==> src/hdl/qstop_pkg.sv <==
// Package of constants and types for the quick stop option decoder
package qstop_pkg;

    localparam int OPT_W = 16;
    localparam int MODE_W = 4;
    localparam int RATE_W = 32;

    // Option codes
    localparam logic [OPT_W-1:0] OPT_DBRAKE = 16'h0000;
    localparam logic [OPT_W-1:0] OPT_MODE_OFF = 16'h0001;
    localparam logic [OPT_W-1:0] OPT_QSD_OFF = 16'h0002;
    localparam logic [OPT_W-1:0] OPT_MODE_HOLD = 16'h0005;
    localparam logic [OPT_W-1:0] OPT_QSD_HOLD = 16'h0006;
    localparam logic [OPT_W-1:0] OPT_RESET = 16'h0002;

    // Control mode codes
    localparam logic [MODE_W-1:0] CSP_MODE = 4'h0;
    localparam logic [MODE_W-1:0] CSV_MODE = 4'h1;
    localparam logic [MODE_W-1:0] CST_MODE = 4'h2;
    localparam logic [MODE_W-1:0] PROFILE_POSITION_MODE = 4'h3;
    localparam logic [MODE_W-1:0] PROFILE_VELOCITY_MODE = 4'h4;
    localparam logic [MODE_W-1:0] PROFILE_TORQUE_MODE = 4'h5;
    localparam logic [MODE_W-1:0] CONTINUOUS_TORQUE_MODE = 4'h6;
    localparam logic [MODE_W-1:0] JOG_MODE = 4'h7;
    localparam logic [MODE_W-1:0] HOMING_MODE = 4'h8;
    localparam logic [MODE_W-1:0] POINT_TABLE_MODE = 4'h9;

    // Deceleration source select
    typedef enum logic [2:0] {
        SRC_NONE,
        SRC_QUICK_STOP,
        SRC_PROFILE,
        SRC_HOMING,
        SRC_POINT_TABLE,
        SRC_DBRAKE
    } dec_src_t;

    // Register offsets of the plain register port
    localparam logic [3:0] ADDR_OPTION = 4'h0;
    localparam logic [3:0] ADDR_STATUS = 4'h1;
    localparam logic [3:0] ADDR_QSD = 4'h2;
    localparam logic [3:0] ADDR_PROFILE = 4'h3;
    localparam logic [3:0] ADDR_HOMING = 4'h4;
    localparam logic [3:0] ADDR_REFUSED = 4'h5;

endpackage

==> src/hdl/qstop_option_map.sv <==
// Combinational map from option code and control mode to stop action
`timescale 1ns/10ps
module qstop_option_map
(
    input wire logic [qstop_pkg::OPT_W-1:0] option,
    input wire logic [qstop_pkg::MODE_W-1:0] mode,
    output qstop_pkg::dec_src_t src,
    output logic hold_on,
    output logic supported
);

    logic torque;
    logic cyclic_pv;
    logic prof;

    always_comb
    begin
        torque = (mode == qstop_pkg::CST_MODE) || (mode == qstop_pkg::PROFILE_TORQUE_MODE)
            || (mode == qstop_pkg::CONTINUOUS_TORQUE_MODE);
        cyclic_pv = (mode == qstop_pkg::CSP_MODE) || (mode == qstop_pkg::CSV_MODE);
        prof = (mode == qstop_pkg::PROFILE_POSITION_MODE)
            || (mode == qstop_pkg::PROFILE_VELOCITY_MODE) || (mode == qstop_pkg::JOG_MODE);
        src = qstop_pkg::SRC_DBRAKE;
        hold_on = 1'b0;
        supported = 1'b1;
        case (option)
            qstop_pkg::OPT_DBRAKE:
            begin
                src = qstop_pkg::SRC_DBRAKE;
            end
            qstop_pkg::OPT_MODE_OFF, qstop_pkg::OPT_MODE_HOLD:
            begin
                hold_on = (option == qstop_pkg::OPT_MODE_HOLD);
                if (torque)
                begin
                    src = qstop_pkg::SRC_DBRAKE;
                    hold_on = 1'b0;
                end
                else if (cyclic_pv)
                    src = qstop_pkg::SRC_QUICK_STOP;
                else if (prof)
                    src = qstop_pkg::SRC_PROFILE;
                else if (mode == qstop_pkg::HOMING_MODE)
                    src = qstop_pkg::SRC_HOMING;
                else
                    src = qstop_pkg::SRC_POINT_TABLE;
            end
            qstop_pkg::OPT_QSD_OFF, qstop_pkg::OPT_QSD_HOLD:
            begin
                src = torque ? qstop_pkg::SRC_DBRAKE : qstop_pkg::SRC_QUICK_STOP;
                hold_on = !torque && (option == qstop_pkg::OPT_QSD_HOLD);
            end
            default:
            begin
                supported = 1'b0;
                src = qstop_pkg::SRC_NONE;
            end
        endcase
    end

endmodule // qstop_option_map

==> src/hdl/quick_stop_option_decoder.sv <==
// Quick stop option decoder: register port, stop sequencer, rate select
`timescale 1ns/10ps
// Overview of operation
// - Code 0: immediate servo-off, dynamic brake
// - Code 1: mode deceleration, then servo-off
// - Code 2: quick stop deceleration, then servo-off
// - Code 5 cyclic pos/vel: quick stop rate, hold
// - Code 1/2/5/6 torque modes: immediate dynamic brake
// - Code 5 profile/jog: profile deceleration, hold
// - Code 5 homing: homing acceleration rate, hold
// - Code 5 point table: entry time constant, hold
// - Code 6 motion modes: quick stop rate, hold
module quick_stop_option_decoder
#(
    parameter int RATE_W = qstop_pkg::RATE_W
)
(
    input wire logic CLK,
    input wire logic RSTN,
    input wire logic [3:0] ADDR,
    input wire logic [31:0] WDATA,
    input wire logic WR,
    input wire logic RD,
    output logic [31:0] RDATA,
    input wire logic [qstop_pkg::MODE_W-1:0] MODE,
    input wire logic [RATE_W-1:0] POINT_TABLE_DECEL,
    input wire logic QUICK_STOP,
    input wire logic STANDSTILL,
    output logic [RATE_W-1:0] DECEL_RATE,
    output logic DECEL_ACTIVE,
    output logic DBRAKE,
    output logic SERVO_ON,
    output logic SWITCH_ON_DISABLED,
    output logic QUICK_STOP_ACTIVE
);

    typedef enum logic [2:0] {
        ST_RUN,
        ST_DECEL,
        ST_HOLD,
        ST_DISABLED
    } stop_state_t;

    ////////////////////////////////////////////////////////////////////////////
    // Registers
    logic [qstop_pkg::OPT_W-1:0] option_r, option_nxt;
    logic [RATE_W-1:0] qsd_r, qsd_nxt;
    logic [RATE_W-1:0] prof_r, prof_nxt;
    logic [RATE_W-1:0] home_r, home_nxt;
    logic refused_r, refused_nxt;
    logic [31:0] rdata_r, rdata_nxt;
    stop_state_t state_r, state_nxt;
    logic hold_r, hold_nxt;
    qstop_pkg::dec_src_t src_r, src_nxt;
    logic [RATE_W-1:0] rate_r, rate_nxt;

    qstop_pkg::dec_src_t map_src;
    logic map_hold;
    logic map_ok;
    logic [qstop_pkg::OPT_W-1:0] wr_opt;
    logic wr_ok;

    qstop_option_map u_map
    (
        .option(option_r),
        .mode(MODE),
        .src(map_src),
        .hold_on(map_hold),
        .supported(map_ok)
    );

    qstop_option_map u_check
    (
        .option(wr_opt),
        .mode(MODE),
        .src(),
        .hold_on(),
        .supported(wr_ok)
    );

    always_comb
    begin
        wr_opt = WDATA[qstop_pkg::OPT_W-1:0];
        option_nxt = option_r;
        qsd_nxt = qsd_r;
        prof_nxt = prof_r;
        home_nxt = home_r;
        refused_nxt = refused_r;
        rdata_nxt = 32'h00000000;
        if (WR)
        begin
            case (ADDR)
                qstop_pkg::ADDR_OPTION:
                begin
                    // Refused codes leave the previous option in force
                    if (wr_ok)
                        option_nxt = wr_opt;
                    refused_nxt = !wr_ok;
                end
                qstop_pkg::ADDR_QSD: qsd_nxt = WDATA[RATE_W-1:0];
                qstop_pkg::ADDR_PROFILE: prof_nxt = WDATA[RATE_W-1:0];
                qstop_pkg::ADDR_HOMING: home_nxt = WDATA[RATE_W-1:0];
                default: ;
            endcase
        end
        if (RD)
        begin
            case (ADDR)
                qstop_pkg::ADDR_OPTION: rdata_nxt = 32'(option_r);
                qstop_pkg::ADDR_STATUS:
                    rdata_nxt = {24'h000000, 1'b0, 3'(state_r), 1'b0, 3'(src_r)};
                qstop_pkg::ADDR_QSD: rdata_nxt = 32'(qsd_r);
                qstop_pkg::ADDR_PROFILE: rdata_nxt = 32'(prof_r);
                qstop_pkg::ADDR_HOMING: rdata_nxt = 32'(home_r);
                qstop_pkg::ADDR_REFUSED: rdata_nxt = {31'h00000000, refused_r};
                default: rdata_nxt = 32'h00000000;
            endcase
        end
    end

    ////////////////////////////////////////////////////////////////////////////
    // Stop sequencer
    always_comb
    begin
        state_nxt = state_r;
        hold_nxt = hold_r;
        src_nxt = src_r;
        rate_nxt = rate_r;
        case (state_r)
            ST_RUN:
            begin
                // Source, hold and rate are latched at the request; later writes do not disturb a stop
                if (QUICK_STOP && map_ok)
                begin
                    src_nxt = map_src;
                    hold_nxt = map_hold;
                    case (map_src)
                        qstop_pkg::SRC_QUICK_STOP: rate_nxt = qsd_r;
                        qstop_pkg::SRC_PROFILE: rate_nxt = prof_r;
                        qstop_pkg::SRC_HOMING: rate_nxt = home_r;
                        qstop_pkg::SRC_POINT_TABLE: rate_nxt = POINT_TABLE_DECEL;
                        default: rate_nxt = '0;
                    endcase
                    if (map_src == qstop_pkg::SRC_DBRAKE)
                        state_nxt = ST_DISABLED;
                    else
                        state_nxt = ST_DECEL;
                end
            end
            ST_DECEL:
            begin
                // State changes only once the motor is at rest
                if (STANDSTILL)
                    state_nxt = hold_r ? ST_HOLD : ST_DISABLED;
            end
            ST_HOLD:
            begin
                // Release relies on controller position follow-up in csp
                if (!QUICK_STOP)
                    state_nxt = ST_RUN;
            end
            ST_DISABLED:
            begin
                if (!QUICK_STOP)
                begin
                    state_nxt = ST_RUN;
                    src_nxt = qstop_pkg::SRC_NONE;
                end
            end
            default: state_nxt = ST_RUN;
        endcase
    end

    always_ff @(posedge CLK or negedge RSTN)
    begin
        if (!RSTN)
        begin
            option_r <= qstop_pkg::OPT_RESET;
            qsd_r <= '0;
            prof_r <= '0;
            home_r <= '0;
            refused_r <= 1'b0;
            rdata_r <= 32'h00000000;
            state_r <= ST_RUN;
            hold_r <= 1'b0;
            src_r <= qstop_pkg::SRC_NONE;
            rate_r <= '0;
        end
        else
        begin
            option_r <= option_nxt;
            qsd_r <= qsd_nxt;
            prof_r <= prof_nxt;
            home_r <= home_nxt;
            refused_r <= refused_nxt;
            rdata_r <= rdata_nxt;
            state_r <= state_nxt;
            hold_r <= hold_nxt;
            src_r <= src_nxt;
            rate_r <= rate_nxt;
        end
    end

    ////////////////////////////////////////////////////////////////////////////
    // Outputs
    assign RDATA = rdata_r;
    assign DECEL_RATE = rate_r;
    assign DECEL_ACTIVE = (state_r == ST_DECEL);
    assign DBRAKE = (state_r == ST_DISABLED) && (src_r == qstop_pkg::SRC_DBRAKE);
    assign SWITCH_ON_DISABLED = (state_r == ST_DISABLED);
    assign QUICK_STOP_ACTIVE = (state_r == ST_DECEL) || (state_r == ST_HOLD);
    assign SERVO_ON = (state_r != ST_DISABLED);

endmodule // quick_stop_option_decoder

==> config.mk <==
export PLATFORM = sky130hd
export DESIGN_NAME = quick_stop_option_decoder
export DESIGN_NICKNAME = d
export VERILOG_FILES = /design/src/hdl/qstop_pkg.sv /design/src/hdl/qstop_option_map.sv /design/src/hdl/quick_stop_option_decoder.sv
export SDC_FILE = /design/constraint.sdc
export NUM_CORES = 1
export LEC_CHECK = 0
export BUFFER_PORTS_ARGS = -buffer_cell sky130_fd_sc_hd__buf_2
export CORE_MARGIN = 3
export CORE_UTILIZATION = 34
export DETAILED_ROUTE_END_ITERATION = 8
export SLEW_MARGIN = 0
export SYNTH_ARGS = -nofsm -noshare
export SYNTH_HDL_FRONTEND = slang
export SYNTH_SLANG_ARGS = --single-unit
==> constraint.sdc <==
create_clock -name CLK -period 6.7 [get_ports CLK]
set_clock_uncertainty 0.15 [all_clocks]
set_input_delay 0.67 -clock CLK [delete_from_list [all_inputs] [get_ports CLK]]
set_output_delay 0.67 -clock CLK [all_outputs]
set_load 0.03 [all_outputs]
After elaboration in Yosys (flattened, before gate mapping)
Index checks and enable logic that the tools add are counted.
{"block": "word_totals", "register_bits": 184, "input_bits": 78, "wordCells": 96, "out_inout_bits": 69}
{"block": "op_classes", "reduce_logical": 30, "muxes": 21, "eq_ne": 35}
{"op": "$pmux W32 S6", "count": 1}
{"op": "$pmux W32 S4", "count": 1}
{"op": "$eq A16 B3 Y1 const B", "count": 4}
{"op": "$eq A16 B1 Y1 const B", "count": 2}
{"op": "$eq A16 B2 Y1 const B", "count": 2}
{"op": "$logic_not A16 Y1", "count": 2}
{"op": "$mux W32", "count": 1}
{"op": "$mux W3", "count": 9}
{"op": "$eq A4 B3 Y1 const B", "count": 6}
{"op": "$pmux W3 S3", "count": 2}
{"op": "$eq A4 B2 Y1 const B", "count": 4}
{"op": "$eq A3 B2 Y1 const B", "count": 4}
{"op": "$reduce_and A2 Y1", "count": 5}
{"op": "$reduce_or A5 Y1", "count": 2}
{"op": "$eq A3 B3 Y1 const B", "count": 3}
{"op": "$reduce_and A3 Y1", "count": 3}
{"op": "$eq A4 B1 Y1 const B", "count": 2}
{"op": "$logic_not A4 Y1", "count": 2}
{"op": "$ne A2 B2 Y1 const B", "count": 4}
{"op": "$eq A3 B1 Y1 const B", "count": 2}
{"op": "$logic_or A1 B1 Y1", "count": 6}
{"op": "$pmux W3 S2", "count": 1}
{"op": "$reduce_or A2 Y1", "count": 3}
{"op": "$eq A4 B4 Y1 const B", "count": 1}
{"op": "8 further kinds", "count": 14}

Logic depth before layout (Yosys ltp)
Gate-level depths: netlist of the first run.
{"block": "depth", "depth_word": 11, "depth_mapped": 8, "ltp_nobuf": 6}

Modules after synthesis
Synthesis of the first run repeated with hierarchy kept, for this count alone.
{"block": "unflattened", "hier_cells": 707, "hier_area_um2": 8867.3}
{"module": "quick_stop_option_decoder", "seq_area_each_um2": 4580.6, "area_each_um2": 8489.4, "instances": 1, "cells_each": 647}
{"module": "qstop_option_map", "seq_area_each_um2": 0.0, "area_each_um2": 188.9, "instances": 2, "cells_each": 30}

Worst setup path before layout of the first run
Ideal clock, no wire load.
{"block": "synth_timing", "path_type": "in2reg", "from": "input port ADDR[1]", "to": "register option_r[0] (netlist bit)", "arrival_time_ns": 2.064, "path_stages": 4, "path_slack_ns": 4.361, "setup_ns": 0.125, "required_time_ns": 6.425, "n_path_buf": 0, "cell_sequence": "nor4_4 nand2_1 a2111oi_4 mux2_2"}
{"block": "synth_between", "elab_chain_len": 2}
{"element": "from (decl)", "line_no": "quick_stop_option_decoder.sv:20", "rtl": "input wire logic [3:0] ADDR,"}
{"element": "$logic_not A4 Y1", "line_no": "quick_stop_option_decoder.sv:92", "rtl": "case (ADDR)"}
{"element": "$reduce_and A3 Y1 (no source line)"}
{"element": "to (signal assigned)", "line_no": "quick_stop_option_decoder.sv:178", "rtl": "option_r <= qstop_pkg::OPT_RESET;"}
{"element": "to (signal assigned)", "line_no": "quick_stop_option_decoder.sv:191", "rtl": "option_r <= option_nxt;"}
{"element": "to (decl)", "line_no": "quick_stop_option_decoder.sv:46", "rtl": "logic [qstop_pkg::OPT_W-1:0] option_r, option_nxt;"}
No other way between the ends.
A chain may end at the register's enable or synchronous reset.

Final worst setup path of the first run
{"block": "layout_timing", "from": "register option_r[13] (netlist bit)", "to": "register rate_r[9], in the netlist DECEL_RATE[9]"}
{"block": "layout_between", "elab_chain_len": 5, "elab_cells_between_ends": 17, "cone_classes": "eq/ne (8); mux (3); reduce/logical (6)"}
{"element": "$eq A16 B2 Y1, or another cell as far along", "line_no": "qstop_option_map.sv:26", "rtl": "case (option)"}
{"element": "$reduce_or A2 Y1 or $reduce_or A5 Y1 (tied branches)"}
{"element": "$pmux W3 S3 or $mux W1 (tied branches)", "line_no": "qstop_option_map.sv:26"}
{"element": "$eq A3 B3 Y1, or another cell as far along", "line_no": "quick_stop_option_decoder.sv:137", "rtl": "case (map_src)"}
{"element": "$pmux W32 S4 or $reduce_and A2 Y1 (tied branches)"}
{"element": "to (signal assigned)", "line_no": "quick_stop_option_decoder.sv:200", "rtl": "rate_r <= rate_nxt;"}
{"element": "to (decl)", "line_no": "quick_stop_option_decoder.sv:55", "rtl": "logic [RATE_W-1:0] rate_r, rate_nxt;"}
Parallel ways exist; a longest one is shown, timed or not.

==> results.py, run 1 <==
metrics = {
    "outcome": {
        "outcome": "completed",
    },
    "sta": {
        "finalSetupViolCount": 0,
        "tightest_slew_ns": 1.20,
        "rsz0062_at_grt": "false",
        "fmax_ghz": 0.266,
        "finalCritPeriodShare_pct": 56.1,
        "slew_headroom_pct": 20.3,
        "slew_violations": 0,
        "period_minus_slack_ns": 3.76,
        "finalSetupTns_ns": 0,
        "whs_ns": 0.202,
        "hold_viol_final": 0,
    },
    "layout": {
        "nets": 856,
        "layout_commonest_cell": "dfrtp_1",
        "final_cell_mix": "dfrtp_1, buf_2, mux2_2, a22oi_1, mux2i_1",
        "fillers": 2400,
        "stdcell_area_mm2": 0.0100,
        "drive_above_1_share_pct": 43.5,
        "syn_to_final_growth_pct": 18.5,
        "fin_cells": 1112,
        "utilization_pct": 41.1,
    },
    "drt": {
        "ant_nets": 0,
        "detail_route.wirelength_mm": 24.0,
        "vias": 6036,
        "vias_per_cell": 5.43,
        "drt_first_pass_iters": 6,
        "drcViolationCount": 0,
        "drtIter0Drc": 443,
        "wl_per_cell_um": 21.6,
    },
    "grt": {
        "antenna_found_initial": 2,
        "grt_max_degree": 113,
        "grt_pass1_vias": 6239,
        "grt_use_total_pct": 18.0,
        "grt_pass1_wl_mm": 36.8,
        "grt_overflow": 0,
    },
    "logic_synthesis": {
        "synth_area_mm2": 0.00846,
        "yosysSeqAreaShare_pct": 54.1,
        "synth_cell_type_count": 54,
        "synth_top_area_share_pct": 53.8,
        "ys.flop_type": "dfrtp_1",
        "ys_ff_latch": 183,
        "synth_area_per_cell_um2": 13.1,
        "synthCells": 645,
        "synth_warnings": 0,
        "async_flop_share_pct": 100,
        "synth_edf_count": 0,
        "syn_nets": 727,
        "yosys.area.top_type": "dfrtp_1",
        "yosys-top-cells-area": "dfrtp_1, mux2_2, a22oi_1, mux2i_1, a22o_1",
    },
    "place": {
        "dpl.hpwl_mm": 15.8,
        "io_buffers": 146,
        "place_area_mm2": 0.00945,
        "placedCellCount": 1079,
        "gp_routability_congestion": 0.839,
    },
    "clock_network": {
        "cts_setup_buffers": 0,
        "clk_pin_slew_ns": 0.07,
        "cts_buffer_depth": 2,
        "post_cts_resized": 0,
        "cts_tree": "done",
        "clk_latency_ns": 0.43,
        "numCtsBuffers": 17,
        "clock_sinks": 183,
        "cts_root_buf": "clkbuf_16",
        "postCtsHoldBufs": 0,
        "htreeDepth": 4,
    },
    "power_and_ir_drop": {
        "powerDensity_mw_per_mm2": 280,
        "vdd_drop_max_v": 0.000129,
        "p_leak_nw": 4.52,
    },
    "setup_path": {
        "worst_setup_path_start_kind": "register",
        "crit_required_ns": 6.86,
        "path_cells": "nor4_4, nand4b_4, o21ai_4, o21a_2, mux2i_1, o21ai_2",
        "critical_path.max_fanout": 34,
        "path_class": "register to register",
        "cpMaxStageDelayCell": "o21a_2",
        "endpoint_kind": "register",
        "slowest_delay_ns": 1.08,
        "r2r_cells": 6,
        "arrival_ns": 3.92,
    },
    "run": {
        "drv_cap": 0,
    },
    "floorplanning": {
        "num_rows": 57,
        "die_area_mm2": 0.0268,
        "chipHeight_um": 164,
        "coreArea_mm2": 0.0244,
        "start_util_pct": 34.7,
        "die_w_um": 164,
        "ios": 147,
    },
    "worst_hold_path": {
        "hold_class": "input pin to async pin",
    },
}
-- per-stage QoR --
stage          power [mW]  worst slack, ns
3_5_place_dp         1.83             2.91
3_3_place_gp         1.82             2.95
6_report             2.81             2.94
5_1_grt              2.93             2.72
4_1_cts              2.83             2.93
2_1_floorplan        1.66             4.36
-- report_power, final --
part	total (mW)	internal (mW)	switching [mW]
sequential	1.39	1.26	0.128
clock	0.999	0.554	0.445
combinational	0.421	0.201	0.221
-- kinds of logic (layout without fill, tap and decap cells) --
logic type / Yosys count / in the layout / synth area share [%]
other: 0 / 1 / 0
DFF: 183 / 183 / 54.1
AOI/OAI and AO/OA: 189 / 189 / 18.4
adders and majority gates: 4 / 4 / 0.591
and+or+nand+nor: 88 / 88 / 6.44
buffers and inverters: 49 / 191 / 3.37
muxes: 132 / 132 / 17.1
-- cell usage after synthesis, drive strengths merged (2+ instances only) --
master     n
a21oi     25
inv        5
mux2      98
and4b      2
buf       20
and3       2
a22o      32
nor4       8
a2111oi    3
nor3b      2
nand2b     3
a22oi     58
nor2      29
o21ai     39
ha         4
a222oi    21
clkbuf    24
nor3       2
mux2i     34
nand3      2
nor2b     14
dfrtp    182
nand2     17
a211oi     3
-- flip-flops by register name, indices dropped and copies added, names as in the netlist --
signal and cells:
qsd_r 32, refused_r 1, option_r 16, hold_r 1, RDATA 32, home_r 32
src_r 3, state_r 2, prof_r 32, DECEL_RATE 32
-- final timing paths --
kind	end	slack, ns	startpoint
setup / recovery	DECEL_RATE[9]$_DFFE_PN0P_	2.94	option_r[13]$_DFFE_PN0P_
hold / removal	RDATA[1]$_DFF_PN0_	0.20	RSTN
setup reg to reg	DECEL_RATE[9]$_DFFE_PN0P_	2.94	option_r[13]$_DFFE_PN0P_
hold reg to reg	hold_r$_DFFE_PN0P_	0.35	hold_r$_DFFE_PN0P_
max in group asynchronous	RDATA[31]$_DFF_PN0_	4.68	RSTN
min in group CLK	prof_r[19]$_DFFE_PN0P_	0.34	WDATA[19]
-- layout make-up --
type	count	area [µm²]	area share, %
diodes	1	2.50	0.0250
clock buffers	22	484	4.83
clock inverters	10	91.3	0.911
inverters	5	18.8	0.187
multi-input cells	413	3650	36.4
flip-flops and latches	183	4580	45.7
well taps	324	405	4.04
repair buffers	154	800	7.97
-- per-layer routing --
metal / up-vias / share of wire (%) / GRT usage [%]
met1: 3091 / 45 / 24.3
met3: 21 / 5.2 / 3.76
met5: - / 0.029 / 0
met2: 178 / 49 / 29.7
met4: 2 / 1.0 / 4.73
li1: 2744 / - / -
-- worst max-delay path: cells and delay by family (launching register included) --
kind | cells | cell delay [ns]
compound gates | 3 | 2.07
flops | 1 | 0.42
mux | 1 | 0.33
simple gates | 2 | 0.63
No activity file was read; power rests on OpenSTA's default activity.
==> run 2, diff against run 1 <==
Clock period 6.7 ns to 3.4 ns, I/O delays scaled along.
==> results.py, run 2 (synthesis gave the netlist of run 1 again) <==
metrics = {
    "floorplanning": {
        "start_util_pct": 34.7,
        "chipHeight_um": 164,
        "die_area_mm2": 0.0268,
        "coreArea_mm2": 0.0244,
        "ios": 147,
        "num_rows": 57,
        "die_w_um": 164,
    },
    "layout": {
        "nets": 870,
        "layout_commonest_cell": "dfrtp_1",
        "utilization_pct": 41.5,
        "syn_to_final_growth_pct": 19.6,
        "drive_above_1_share_pct": 44.0,
        "final_cell_mix": "dfrtp_1, buf_2, mux2_2, a22oi_1, mux2i_1",
    },
    "setup_path": {
        "worst_setup_path_start_kind": "register",
        "r2r_slack_ns": 0.57,
        "crit_required_ns": 3.56,
        "endpoint_kind": "register",
        "path_class": "register to register",
        "arrival_ns": 2.99,
        "critical_path.max_fanout": 22,
    },
    "sta": {
        "finalSetupViolCount": 0,
        "whs_ns": 0.0214,
        "slew_violations": 0,
        "finalSetupTns_ns": 0,
        "tightest_slew_ns": 1.02,
        "hold_viol_final": 0,
        "period_minus_slack_ns": 2.83,
        "slew_headroom_pct": 31.8,
        "finalCritPeriodShare_pct": 83.3,
        "rsz0062_at_grt": "false",
        "fmax_ghz": 0.353,
    },
    "power_and_ir_drop": {
        "p_comb_share_pct": 15.4,
        "p_leak_nw": 4.57,
        "p_clk_share_pct": 34.5,
        "powerDensity_mw_per_mm2": 537,
        "switching_share_pct": 27.6,
        "vdd_drop_max_v": 0.000262,
        "p_seq_share_pct": 50.1,
        "finalPower_mw": 5.43,
        "net-switching-power_mw": 1.50,
        "internal-power_mw": 3.94,
    },
    "clock_network": {
        "numCtsBuffers": 17,
        "cts_buffer_depth": 2,
        "clk_pin_slew_ns": 0.07,
        "cts_tree": "done",
        "clock_sinks": 183,
        "htreeDepth": 4,
        "clk_latency_ns": 0.42,
        "cts_root_buf": "clkbuf_16",
    },
    "drt": {
        "drtIter0Drc": 553,
        "drcViolationCount": 0,
        "wl_per_cell_um": 21.9,
        "detail_route.wirelength_mm": 24.6,
        "ant_nets": 0,
        "vias_per_cell": 5.47,
        "drt_first_pass_iters": 6,
        "vias": 6139,
    },
    "place": {
        "io_buffers": 146,
        "dpl.hpwl_mm": 16.1,
        "gp_routability_congestion": 0.878,
    },
    "grt": {
        "grt_use_total_pct": 18.7,
        "grt_pass1_vias": 6281,
        "antenna_found_initial": 5,
        "grt_overflow": 0,
        "grt_max_degree": 70,
        "grt_pass1_wl_mm": 37.8,
    },
    "run": {
        "drv_cap": 0,
    },
    "outcome": {
        "outcome": "completed",
    },
    "worst_hold_path": {
        "hold_class": "input pin to register",
    },
}
[run 2: cell count changes in the layout (fill, tap and decap cells not counted)]
cell and change:
dlygate4sd3_1 +1, clkbuf_8 -1, buf_12 +1, buf_4 +12, inv_8 -1, clkinvlp_4 +2, inv_6 -1, clkbuf_1 +1
clkinv_2 -3
[run 2: area by class of cell]
type                    instances  area (µm²)
fillers                      2414       14300
clock buffers                  22         474
repair buffers                168         920
inverters                       5        18.8
diodes                          1        2.50
flip-flops and latches        183        4580
well taps                     324         405
clock inverters                 7        71.3
multi-input cells             413        3650
[run 2: layer usage]
layer	vias to the layer above	routed length, µm	track usage [%]
met5	-	46	0
met2	207	12000	31.1
met3	32	1440	4.14
met4	8	350	4.61
met1	3130	10800	24.8
li1	2762	-	-
[run 2: worst paths after layout]
kind,from,endpoint,cells past startpoint
setup / recovery,option_r[13]$_DFFE_PN0P_,DECEL_RATE[13]$_DFFE_PN0P_,7
hold / removal,WDATA[21],qsd_r[21]$_DFFE_PN0P_,2
setup reg to reg,option_r[13]$_DFFE_PN0P_,DECEL_RATE[13]$_DFFE_PN0P_,7
hold reg to reg,hold_r$_DFFE_PN0P_,hold_r$_DFFE_PN0P_,1
max in group asynchronous,RSTN,prof_r[26]$_DFFE_PN0P_,3
min in group asynchronous,RSTN,state_r[0]$_DFFE_PN0P_,2
[run 2: through the flow]
| step | area (µm²) | worst slack (ns) | instances |
|---|---|---|---|
| 2_1_floorplan | 8460 | 1.10 | 645 |
| 3_3_place_gp | 9560 | 0.614 | 1092 |
| 3_5_place_dp | 9560 | 0.556 | 1092 |
| 4_1_cts | 10100 | 0.546 | 1122 |
| 5_1_grt | 10100 | 0.444 | 1123 |
| 6_report | 10100 | 0.566 | 1123 |
[run 2: what timing repair did]
action	CTS	global route
endpoints found under the hold margin	65	0
gates resized for setup	0	0
buffers inserted	0	0
hold buffers	1	0
[run 2: worst max-delay path, stage by stage, from the launching register on]
cell and delay, ns:
dfrtp_1 0.41, nor4_4 0.39, nand4b_4 0.25, o41ai_4 0.51, o21a_2 0.22, buf_4 0.41
mux2i_1 0.31, o21ai_2 0.06
[run 2: power groups by stage]
stage | clock, mW | combinational [mW] | sequential [mW]
after floorplan | 0 | 0.585 | 2.69
after global placement | 0 | 0.831 | 2.75
after detailed placement | 0 | 0.844 | 2.76
after CTS | 1.92 | 0.848 | 2.72
after global routing | 2.02 | 0.918 | 2.76
final | 1.87 | 0.836 | 2.72
==> run 3, diff against run 2 <==
Clock period 3.4 ns to 2.8 ns, I/O delays scaled along.
==> results.py, run 3 (synthesis gave the netlist of run 1 again) <==
metrics = {
    "sta": {
        "fmax_ghz": 0.393,
        "rsz0062_at_grt": "false",
        "hold_viol_final": 0,
        "tightest_slew_ns": 0.693,
        "slew_violations": 0,
        "setup_slack_ns": 0.256,
        "slew_headroom_pct": 53.8,
        "period_minus_slack_ns": 2.54,
        "finalSetupTns_ns": 0,
        "finalSetupViolCount": 0,
        "finalCritPeriodShare_pct": 90.9,
    },
    "place": {
        "pre_cts_slack_ns": 0.0658,
        "io_buffers": 146,
        "dpl.hpwl_mm": 16.3,
        "place_area_mm2": 0.00971,
        "gp_routability_congestion": 0.791,
    },
    "layout": {
        "regArea_mm2": 0.00458,
        "syn_to_final_growth_pct": 25.0,
        "layout_commonest_cell": "dfrtp_1",
        "final_cell_mix": "dfrtp_1, buf_2, mux2_2, a22oi_1, mux2i_1",
        "multi_input_area_mm2": 0.00365,
        "nets": 907,
        "utilization_pct": 43.4,
        "stdcell_area_mm2": 0.0106,
        "fillers": 2331,
        "drive_above_1_share_pct": 43.7,
    },
    "setup_path": {
        "arrival_ns": 2.70,
        "cpMaxStageDelayCell": "dfrtp_1",
        "worstReg2RegStart": "option_r[5]$_DFFE_PN0P_",
        "path_buf_inv": 2,
        "worst_setup_path_start_kind": "register",
        "crit_cells": 8,
        "crit_required_ns": 2.96,
        "slowest_delay_ns": 0.43,
        "path_cells": "nor4_4, buf_4, nand4b_4, o41ai_4, o21a_2, buf_12, mux2i_1, o21ai_2",
        "crit_family": "compound AO/OA/AOI/OAI gates",
        "critical_path.max_fanout": 23,
        "path_class": "register to register",
        "crit_start": "option_r[5]$_DFFE_PN0P_",
        "endpoint_kind": "register",
        "endpoint": "DECEL_RATE[13]$_DFFE_PN0P_",
        "r2r_slack_ns": 0.26,
        "r2r_cells": 8,
        "timing.rr.end": "DECEL_RATE[13]$_DFFE_PN0P_",
    },
    "clock_network": {
        "clk_pin_slew_ns": 0.07,
        "cts_tree": "done",
        "numCtsBuffers": 17,
        "clk_latency_ns": 0.43,
        "cts_root_buf": "clkbuf_16",
        "cts_buffer_depth": 2,
        "clock_sinks": 183,
        "htreeDepth": 4,
        "post_cts_resized": 0,
    },
    "drt": {
        "wl_per_cell_um": 21.3,
        "vias_per_cell": 5.34,
        "ant_nets": 0,
        "vias": 6211,
        "drt_first_pass_iters": 6,
        "drtIter0Drc": 500,
        "detail_route.wirelength_mm": 24.7,
        "drcViolationCount": 0,
    },
    "grt": {
        "grt_overflow": 0,
        "grt_max_degree": 64,
        "grt_pass1_vias": 6460,
        "grt_use_total_pct": 18.6,
        "antenna_found_initial": 2,
        "grt_pass1_wl_mm": 38.0,
    },
    "power_and_ir_drop": {
        "p_leak_nw": 4.79,
        "vdd_drop_max_v": 0.000300,
        "powerDensity_mw_per_mm2": 640,
    },
    "floorplanning": {
        "ios": 147,
        "coreArea_mm2": 0.0244,
        "start_util_pct": 34.7,
        "die_area_mm2": 0.0268,
        "die_w_um": 164,
        "chipHeight_um": 164,
        "num_rows": 57,
    },
    "outcome": {
        "outcome": "completed",
    },
    "worst_hold_path": {
        "hold_class": "input pin to register",
    },
    "run": {
        "drv_cap": 0,
    },
}
==> run 3: layout make-up <==
| type | instances | area share, % |
|---|---|---|
| Inverter | 5 | 0.177 |
| Multi-Input combinational cell | 413 | 34.5 |
| Antenna cell | 1 | 0.0237 |
| Clock buffer | 19 | 4.28 |
| Tap cell | 324 | 3.83 |
| Clock inverter | 13 | 1.14 |
| Timing Repair Buffer | 205 | 12.8 |
| Sequential cell | 183 | 43.3 |
==> run 3: layer usage <==
metal / track usage [%] / routed length [µm] / vias to the layer above / share of wire (%)
met5: 0 / 20 / - / 0.081
met4: 4.34 / 262 / 2 / 1.1
met3: 3.71 / 1290 / 21 / 5.2
met2: 30.9 / 12100 / 195 / 49
met1: 25.3 / 11100 / 3158 / 45
li1: - / - / 2835 / -
==> run 3: how the worst min path moves through the flow <==
| stage | to | startpoint | cells after the start | slack [ns] |
|---|---|---|---|---|
| after CTS | prof_r[13]$_DFFE_PN0P_ | WDATA[13] | 2 | 0.008 |
| after floorplan | DECEL_RATE[0]$_DFFE_PN0P_ | RSTN | 0 | -0.17 |
| after detailed placement | RDATA[2]$_DFF_PN0_ | RSTN | 1 | 0.18 |
| after global routing | qsd_r[13]$_DFFE_PN0P_ | WDATA[13] | 2 | 0.01 |
| final | prof_r[13]$_DFFE_PN0P_ | WDATA[13] | 2 | 0.03 |
| after global placement | state_r[1]$_DFFE_PN0P_ | RSTN | 1 | 0.18 |
==> run 3: report_power, final <==
group / total (mW) / switching [mW] / leakage (nW) / internal [mW]
clock: 2.39 / 1.11 / 0.282 / 1.29
combinational: 1.08 / 0.553 / 2.13 / 0.525
sequential: 3.30 / 0.294 / 2.37 / 3.01
total: 6.77 / 1.96 / 4.79 / 4.82
==> run 3: per-stage QoR <==
| step | hold WS [ns] | power, mW | std cells |
|---|---|---|---|
| 4_1_cts | 0.00791 | 6.82 | 1160 |
| 5_1_grt | 0.0144 | 7.07 | 1163 |
| 6_report | 0.0286 | 6.77 | 1163 |
| 3_3_place_gp | 0.183 | 4.37 | 1100 |
| 3_5_place_dp | 0.176 | 4.40 | 1100 |
| 2_1_floorplan | -0.166 | 3.98 | 645 |
==> run 3: timing repair <==
item                       CTS  global route
hold buffers                28             0
buffers inserted             0             2
setup endpoints to repair    0            23
hold endpoints to repair   134             0
